`config.mk`:
```
export PLATFORM = sky130hd
export DESIGN_NAME = nonaligned_store_address_unit
export DESIGN_NICKNAME = d
export VERILOG_FILES = /design/src/inc/store_pkg.sv /design/src/inc/agen_if.sv /design/src/hdl/addr_gen.sv /design/src/hdl/nonaligned_store_address_unit.sv
export SDC_FILE = /design/constraint.sdc
export NUM_CORES = 1
export LEC_CHECK = 0
export ABC_AREA = 1
export ABC_CLOCK_PERIOD_IN_PS = 6050
export BUFFER_PORTS_ARGS = -buffer_cell sky130_fd_sc_hd__buf_2
export CAP_MARGIN = 20
export CORE_AREA = 2 2 208 210
export CTS_CLUSTER_SIZE = 40
export DETAILED_ROUTE_END_ITERATION = 12
export DIE_AREA = 0 0 210 212
export PLACE_DENSITY = 0.67
export SKIP_CTS_REPAIR_TIMING = 1
export SLEW_MARGIN = 20
export SYNTH_ARGS = -nofsm -noshare
export SYNTH_HDL_FRONTEND = slang
export SYNTH_SLANG_ARGS = --single-unit
```
`constraint.sdc`:
```
create_clock -name core_clk -period 6.05 [get_ports core_clk]
set_clock_uncertainty 0.15 [all_clocks]
set_input_delay 0.9075 -clock core_clk [delete_from_list [all_inputs] [get_ports core_clk]]
set_output_delay 0.9075 -clock core_clk [all_outputs]
set_load 0.01 [all_outputs]
```
`src/inc/store_pkg.sv`:
```
// Purpose: shared constants for the unaligned store address unit
// Assumes: 32-bit registers, two register files of 32 entries each
// Notes: circular-mode register layout and opcode tails are local choices
`default_nettype none
package store_pkg;
	localparam int        REG_W         = 32;
	localparam int        IDX_W         = 5;
	// opcode field positions
	localparam int        F_SRC_LSB     = 23;
	localparam int        F_DSRC_LSB    = 24;
	localparam int        F_SCALE_BIT   = 23;
	localparam int        F_BASE_LSB    = 18;
	localparam int        F_OFF_LSB     = 13;
	localparam int        F_MODE_LSB    = 9;
	localparam int        F_UNIT_BIT    = 7;
	localparam int        F_OP_LSB      = 2;
	localparam int        F_FILE_BIT    = 1;
	// bits 6..2 of the opcode
	localparam logic [4:0] OP_WORD      = 5'h15;
	localparam logic [4:0] OP_DWORD     = 5'h1d;
	// offset scaling
	localparam logic [1:0] SHIFT_WORD   = 2'h2;
	localparam logic [1:0] SHIFT_DWORD  = 2'h3;
	localparam logic [1:0] SHIFT_NONE   = 2'h0;
	// mode field bit meanings
	localparam int        M_ADD         = 0;
	localparam int        M_POST        = 1;
	localparam int        M_REGOFF      = 2;
	localparam int        M_MODIFY      = 3;
	// circular-mode control layout
	localparam int        AM_FIELD_W    = 2;
	localparam int        AM_B_LSB      = 8;
	localparam int        AM_BLK0_LSB   = 16;
	localparam int        AM_BLK1_LSB   = 21;
	localparam int        AM_BLK_W      = 5;
	localparam logic [1:0] AM_CIRC0     = 2'h1;
	localparam logic [1:0] AM_CIRC1     = 2'h2;
	localparam logic [IDX_W-1:0] CIRC_LO = 5'h04;
	localparam logic [IDX_W-1:0] CIRC_HI = 5'h07;
	// bytes per store
	localparam logic [3:0] BYTES_WORD   = 4'h4;
	localparam logic [3:0] BYTES_DWORD  = 4'h8;
	// values after reset
	localparam logic [31:0] RST_WORD    = 32'h0000_0000;
endpackage
`default_nettype wire

```
`src/inc/agen_if.sv`:
```
// Purpose: carries one address request and its result to the address generator
// Assumes: purely combinational generator on the same clock
// Notes: none
`default_nettype none
interface agen_if;
	logic [31:0] base;
	logic [4:0]  offset;
	logic [3:0]  mode;
	logic [1:0]  shift;
	logic        circ;
	logic [4:0]  blk;
	logic [31:0] addr;
	logic [31:0] new_base;
	logic        writes_base;
	modport issuer (output base, offset, mode, shift, circ, blk,
		input addr, new_base, writes_base);
	modport gen (input base, offset, mode, shift, circ, blk,
		output addr, new_base, writes_base);
endinterface
`default_nettype wire

```
`src/hdl/addr_gen.sv`:
```
// Purpose: effective address and updated base for one store
// Assumes: offset already chosen between register and short constant
// Notes: combinational, no state
`default_nettype none
module addr_gen (
	agen_if.gen a
);
	logic [31:0] scaled;
	logic [31:0] sum;
	logic [31:0] mask;
	logic [31:0] result;

	always_comb begin
		// offset scaling
		scaled = {27'h0, a.offset} << a.shift;
		sum = a.mode[store_pkg::M_ADD] ? a.base + scaled : a.base - scaled;
		// block of 2^(n+1) bytes; top bits of base stay put in circular mode
		mask = 32'hffff_ffff >> (5'h1f - a.blk);
		// linear or circular
		result = a.circ ? ((a.base & ~mask) | (sum & mask)) : sum;
		// post modes use the old base
		a.addr = (a.mode[store_pkg::M_MODIFY] && a.mode[store_pkg::M_POST]) ? a.base : result;
		a.new_base = result;
		a.writes_base = a.mode[store_pkg::M_MODIFY];
	end
endmodule // addr_gen
`default_nettype wire

```
`src/hdl/nonaligned_store_address_unit.sv`:
```
// Purpose: issues unaligned word and double-word stores for one data unit pair
// Assumes: register file answers reads in the same cycle; predicate resolved outside
// Notes: results registered, visible one cycle after issue
// Notes on behaviour
// word store writes 32 bits anywhere
// address is base plus register or constant
// unit bit picks unit and base file
// word offset shifted left by two
// post modes access unmodified base
// linear default, circular for indices 4..7
// file bit picks source register file
// four-bit mode field decoding table
// no other memory access alongside
// double-word store writes 64 bits anywhere
// scale flag shifts double-word offset three
// bytes stored little-endian, ascending addresses
// false predicate does nothing; base written E1
`default_nettype none
module nonaligned_store_address_unit #(
	// register and index widths; the opcode layout only serves the defaults
	parameter int REG_W = store_pkg::REG_W,
	parameter int IDX_W = store_pkg::IDX_W
) (
	// clock and control
	input  wire logic        core_clk,
	input  wire logic        nrst,
	input  wire logic        clk_en,
	// instruction issue
	input  wire logic        instr_valid,
	input  wire logic [31:0] instr,
	input  wire logic        pred_true,
	input  wire logic [31:0] addressing_mode_reg,
	// register file read ports
	output logic             base_rd_file,
	output logic [4:0]       base_rd_idx,
	output logic [4:0]       off_rd_idx,
	output logic             src_rd_file,
	output logic [4:0]       src_rd_idx_lo,
	output logic [4:0]       src_rd_idx_hi,
	input  wire logic [31:0] base_pointer_reg,
	input  wire logic [31:0] offset_index_reg,
	input  wire logic [31:0] src_lo,
	input  wire logic [31:0] src_hi,
	// memory write request
	output logic             mem_wr,
	output logic [31:0]      mem_addr,
	output logic [3:0]       mem_bytes,
	output logic [63:0]      mem_wdata,
	output logic [31:0]      mem_line_addr,
	output logic [15:0]      mem_lane_en,
	output logic [127:0]     mem_lane_data,
	output logic             unit_two_busy,
	// base write-back
	output logic             wb_en,
	output logic             wb_file,
	output logic [4:0]       wb_idx,
	output logic [31:0]      wb_data,
	// decode errors
	output logic             bad_mode
);
	// everything registered lives here; clk_en low freezes all of it, but nrst low still clears it
	typedef struct packed {
		logic         mem_wr;
		logic [31:0]  mem_addr;
		logic [3:0]   mem_bytes;
		logic [63:0]  mem_wdata;
		logic [31:0]  line_addr;
		logic [15:0]  lane_en;
		logic [127:0] lane_data;
		logic         unit_two;
		logic         wb_en;
		logic         wb_file;
		logic [4:0]   wb_idx;
		logic [31:0]  wb_data;
		logic         bad_mode;
	} state_t;

	state_t st;
	state_t next_st;

	agen_if ag ();

	addr_gen u_agen (
		.a (ag)
	);

	// opcode fields and the pair packing are fixed at these widths
	if (REG_W != 32) begin : g_reg_w_check
		$error("register width must be 32");
	end
	if (IDX_W != 5) begin : g_idx_w_check
		$error("register index width must be 5");
	end
	// the low two index bits pick the mode field, so 4..7 must be one aligned group
	localparam bit CIRC_ALIGNED = store_pkg::CIRC_LO[1:0] == 2'h0
		&& store_pkg::CIRC_HI == store_pkg::CIRC_LO + 5'h03;
	if (!CIRC_ALIGNED) begin : g_circ_check
		$error("circular base indices must be one aligned group of four");
	end
	// both files' mode fields must sit below the block size fields
	localparam int AM_TOP = store_pkg::AM_B_LSB + 4 * store_pkg::AM_FIELD_W;
	if (AM_TOP > store_pkg::AM_BLK0_LSB) begin : g_am_check
		$error("circular mode control fields overlap");
	end

	// decode of the presented opcode
	logic       is_word;
	logic       is_dword;
	logic [3:0] mode;
	logic       mode_ok;
	logic       unit;
	logic [4:0] base_idx;
	logic [1:0] am_field;
	// source value as it goes to memory
	logic [63:0] data;

	// legal codes: 0x0x, 1x0x, 1x1x; 0x1x, post without modify, is rejected
	function automatic logic legal_mode(input logic [3:0] m);
		legal_mode = m[store_pkg::M_MODIFY] || !m[store_pkg::M_POST];
	endfunction

	// one register index or short constant out of the opcode
	function automatic logic [store_pkg::IDX_W-1:0] field5(input logic [31:0] w, input int lsb);
		field5 = w[lsb +: store_pkg::IDX_W];
	endfunction

	// byte lanes of one store, low byte in the lowest lane
	function automatic logic [15:0] lane_mask(input logic dword, input logic [2:0] lo);
		lane_mask = (dword ? 16'h00ff : 16'h000f) << lo;
	endfunction

	always_comb begin
		is_word  = instr[store_pkg::F_OP_LSB +: 5] == store_pkg::OP_WORD;
		is_dword = instr[store_pkg::F_OP_LSB +: 5] == store_pkg::OP_DWORD;
		mode     = instr[store_pkg::F_MODE_LSB +: 4];
		// mode field decode
		mode_ok  = legal_mode(mode);
		// unit selects base and offset file
		unit     = instr[store_pkg::F_UNIT_BIT];
		base_idx = field5(instr, store_pkg::F_BASE_LSB);
		base_rd_file = unit;
		base_rd_idx  = base_idx;
		off_rd_idx   = field5(instr, store_pkg::F_OFF_LSB);
		// source file independent of unit
		src_rd_file  = instr[store_pkg::F_FILE_BIT];
		src_rd_idx_lo = is_dword ? {instr[store_pkg::F_DSRC_LSB +: 4], 1'b0}
			: instr[store_pkg::F_SRC_LSB +: 5];
		src_rd_idx_hi = {instr[store_pkg::F_DSRC_LSB +: 4], 1'b1};
	end

	always_comb begin
		// R2 register or short unsigned constant offset
		ag.base   = base_pointer_reg;
		ag.offset = mode[store_pkg::M_REGOFF] ? offset_index_reg[4:0]
			: field5(instr, store_pkg::F_OFF_LSB);
		ag.mode   = mode;
		// word scale; R11 double-word scale flag
		ag.shift  = is_dword ? (instr[store_pkg::F_SCALE_BIT] ? store_pkg::SHIFT_DWORD
			: store_pkg::SHIFT_NONE) : store_pkg::SHIFT_WORD;
		// circular only for indices 4..7
		am_field = addressing_mode_reg[(unit ? store_pkg::AM_B_LSB : 0)
			+ store_pkg::AM_FIELD_W * (base_idx[1:0]) +: store_pkg::AM_FIELD_W];
		ag.circ = base_idx >= store_pkg::CIRC_LO && base_idx <= store_pkg::CIRC_HI
			&& (am_field == store_pkg::AM_CIRC0 || am_field == store_pkg::AM_CIRC1);
		ag.blk = (am_field == store_pkg::AM_CIRC1)
			? addressing_mode_reg[store_pkg::AM_BLK1_LSB +: store_pkg::AM_BLK_W]
			: addressing_mode_reg[store_pkg::AM_BLK0_LSB +: store_pkg::AM_BLK_W];
	end

	always_comb begin
		// full source value, upper word only for double-word
		data = is_dword ? {src_hi, src_lo} : {32'h0, src_lo};
		next_st = st;
		next_st.mem_wr = 1'b0;
		next_st.wb_en = 1'b0;
		next_st.bad_mode = 1'b0;
		// false predicate: no store, no write-back
		if (instr_valid && pred_true && (is_word || is_dword)) begin
			if (!mode_ok) begin
				next_st.bad_mode = 1'b1;
			end else begin
				next_st.mem_wr    = 1'b1;
				next_st.mem_addr  = ag.addr;
				next_st.mem_bytes = is_dword ? store_pkg::BYTES_DWORD : store_pkg::BYTES_WORD;
				next_st.mem_wdata = data;
				// low byte at lowest address, lanes shifted by misalignment
				next_st.line_addr = {ag.addr[31:3], 3'h0};
				next_st.lane_en   = lane_mask(is_dword, ag.addr[2:0]);
				next_st.lane_data = {64'h0, data} << {ag.addr[2:0], 3'h0};
				// one memory access only; report unit for scheduling
				next_st.unit_two  = unit;
				// base written back in the same stage
				next_st.wb_en   = ag.writes_base;
				next_st.wb_file = unit;
				next_st.wb_idx  = base_idx;
				next_st.wb_data = ag.new_base;
			end
		end
	end

	always_ff @(posedge core_clk) begin
		if (!nrst) begin
			st <= '0;
		end else if (clk_en) begin
			st <= next_st;
		end
	end

	// outputs straight from the register copy
	always_comb begin
		mem_wr        = st.mem_wr;
		mem_addr      = st.mem_addr;
		mem_bytes     = st.mem_bytes;
		mem_wdata     = st.mem_wdata;
		mem_line_addr = st.line_addr;
		mem_lane_en   = st.lane_en;
		mem_lane_data = st.lane_data;
		unit_two_busy = st.unit_two;
		wb_en         = st.wb_en;
		wb_file       = st.wb_file;
		wb_idx        = st.wb_idx;
		wb_data       = st.wb_data;
		bad_mode      = st.bad_mode;
	end
endmodule // nonaligned_store_address_unit
`default_nettype wire

```
==> reports/metrics.yaml <==
worstSetupPathType: "primary input to flop"
synthArstFlopShare_pct: 0
drv_slew: 0
grt-ovfl-total: 0
nets: 3151
instances_no_fill: 3491
route.detailed.drc: 0
grt_max_degree: 105
ys_top_cells_by_area: "dfxtp_1 (33%), nand2_1 (17%), nand3_1 (8.7%), a21oi_1 (6.5%), inv_1 (6.5%)"
yosysWarnings: 0
synth_top_area_share_pct: 33.5
root_buffer: "clkbuf_16"
hold_depth: 2
p_per_area_nw_per_um2: 251
utilization_pct: 46.7
synth-seq-area-share_pct: 33.5
area_delta_synth_final_pct: 21.2
placed_area_um2: 18600
crit_start: "instr[3]"
num-fill-cells: 4498
cts_buffers: 35
place.gp.congestion: 0.968
drt-initial-drc-count: 1766
hp-start: "mem_wdata[52]"
design.die.area_um2: 44500
setup_viol: 0
core_um2: 42500
grt_pass1_vias: 17000
rows: 76
worstPathMaxFanout: 22
cts_tree: "yes"
path_clk_slew_ns: 0.06
rr_startpoint: "mem_lane_data[52]"
synth_ff_type: "dfxtp_1"
clock_sinks: 274
global_route.usage.total_pct: 30.9
grt_pass1_wl_mm: 105
wl_mm: 70.9
antenna_left: 0
synth_edf_count: 0
period_minus_slack_ns: 4.75
hold_path_end: "mem_wdata[52]"
rsz0062_at_grt: "false"
io_pins: 537
worstPathArrival_ns: 5.10
r2r-end: "mem_lane_data[52]"
outcome: "finished, final reports clean"
timing.final.crit_share_pct: 78.5
hold_viol_final: 0
wl_per_cell_um: 20.3
synth.most_common_cell: "nand2_1"
reg2regPathDepth: 4
die_y_um: 212
start_util_pct: 38.6
finalSetupTns_ns: 0
synthTopCellsByCount: "nand2_1 (732), inv_1 (284), nand3_1 (284)"
mappedNetlistArea_um2: 16400
final_cell_area_um2: 19900
ys_ff_latch: 274
end_kind: "flop"
drive_gt1_share_pct: 20.6
vias: 18500
clk_latency_ns: 0.54
firstDrtPassIters: 5
drv_cap: 0
fp.dieW_um: 210
antenna_found_initial: 2
regToRegSetupSlack_ns: 5.08
worst_pin_slew_ns: 1.08
yosysUniqueCellTypes: 46
post_synth.cell_area_avg_um2: 6.36
p_leak_nw: 10.7
critPathRequiredTime_ns: 6.40
portBuffers: 468
holdWs_ns: 0.308
critPathLaunchType: "primary input"
relSlewSlack_pct: 28.3
hold_class: "flop to flop"
synth_area_leader_cell: "dfxtp_1"
hpwlAfterDp_mm: 53.7
netlist_instances: 2576
timing.fmax_ghz: 0.211
routed_via_density: 5.29
place_inst: 3428
ir_drop_mv: 0.179
cts_buffer_depth: 3
htree_num_levels: 2
[placed cells by master (no fill, tap or decap), types with 5 or more instances in the layout]
master      Yosys  routed
o211ai_1       14      14
nor3_1          9       8
or2_2          14      14
mux2i_1        19      19
o21bai_1        7       7
nand3b_1       21      21
nand3_1       284     284
clkbuf_16       0      35
a21oi_1       213     213
nand2_2         5       6
bufinv_16       0       5
xnor2_1         9       9
buf_2          18     467
o21ai_0       152     152
nand2_1       732     729
clkbuf_8        0       5
inv_2           6       7
nor2_4          2       5
inv_1         284     282
ha_1           34      34
buf_4          83      25
dfxtp_1       274     274
nor2_1        186     185
clkinvlp_4      0       5
nand4_1        25      25
xor2_1          9       9
o21a_1         16      16
a31oi_1        15      15
conb_1          2      15
a22oi_1        10      10
[critical path, stage by stage]
cell	delay [ns]
buf_2	0.09
nor2_1	0.09
nand2_1	0.11
nor2_4	0.23
inv_1	0.06
buf_4	0.18
nor2_1	0.27
nand2_1	0.17
ha_1	0.31
nand2_1	0.05
o21ai_0	0.14
inv_1	0.10
fa_1	0.43
xor2_1	0.16
nand2_1	0.10
nand3_2	0.16
nand2_2	0.35
inv_2	0.18
nor2_4	0.57
nand3_1	0.19
nand3_1	0.10
nand2_1	0.05
inv_1	0.08
[worst max-delay path by stage]
stage	endpoint	slack (ns)	depth (start not counted)
2_1_floorplan	mem_addr[12]	1.91	23
3_3_place_gp	mem_addr[31]	0.85	26
3_5_place_dp	mem_addr[31]	0.76	25
4_1_cts	mem_addr[31]	1.35	25
5_1_grt	mem_lane_data[62]	0.91	24
6_report	mem_lane_data[62]	1.30	23
[metrics by stage]
step	total power, W	setup WS [ns]
4_1_cts	0.00501	1.35
3_3_place_gp	0.00277	0.848
5_1_grt	0.00518	0.908
2_1_floorplan	0.00247	1.91
3_5_place_dp	0.00277	0.764
6_report	0.00499	1.30
[sequential cells by signal, summed over array words and instances, names as in the netlist]
register / flops
bad_mode: 1
mem_addr: 32
mem_bytes: 2
mem_lane_data: 120
mem_lane_en: 15
mem_wdata: 64
mem_wr: 1
wb_data: 32
wb_en: 1
wb_file: 1
wb_idx: 5
[cell type report]
| class | count | area, um2 | share of cell area, % |
|---|---|---|---|
| Multi-Input combinational cell | 1822 | 8780 | 44.2 |
| Clock buffer | 43 | 956 | 4.81 |
| Timing Repair Buffer | 496 | 2610 | 13.1 |
| Tap cell | 546 | 683 | 3.44 |
| Inverter | 290 | 1090 | 5.49 |
| Clock inverter | 19 | 263 | 1.32 |
| Antenna cell | 1 | 2.50 | 0.0126 |
| Sequential cell | 274 | 5490 | 27.6 |
[power by group]
group          total, W  leakage [nW]  internal (W)  switching (W)
clock network   0.00224         0.585       0.00135       0.000888
logic          0.000937          7.90      0.000281       0.000655
registers       0.00182          2.21       0.00181     0.00000423
total           0.00499          10.7       0.00344        0.00155
[cells by family after synthesis]
family / after synthesis / synth area share, %
muxes: 20 / 1.23
AOI/OAI and AO/OA: 441 / 14.5
other: 2 / 0.0458
xor gates and xnor gates: 18 / 0.962
and+or+nand+nor: 1293 / 33.5
buffers and inverters: 493 / 13.6
DFF: 274 / 33.5
adders and majority gates: 35 / 2.72
[layer usage]
metal,vias to the layer above,part of all wire [%],GRT usage [%]
met5,-,0.011,0
met4,2,3.5,11.6
met3,124,8.2,5.60
met2,905,45,49.7
met1,8534,43,41.2
li1,8918,-,-
(Power assumes the default switching activity.)
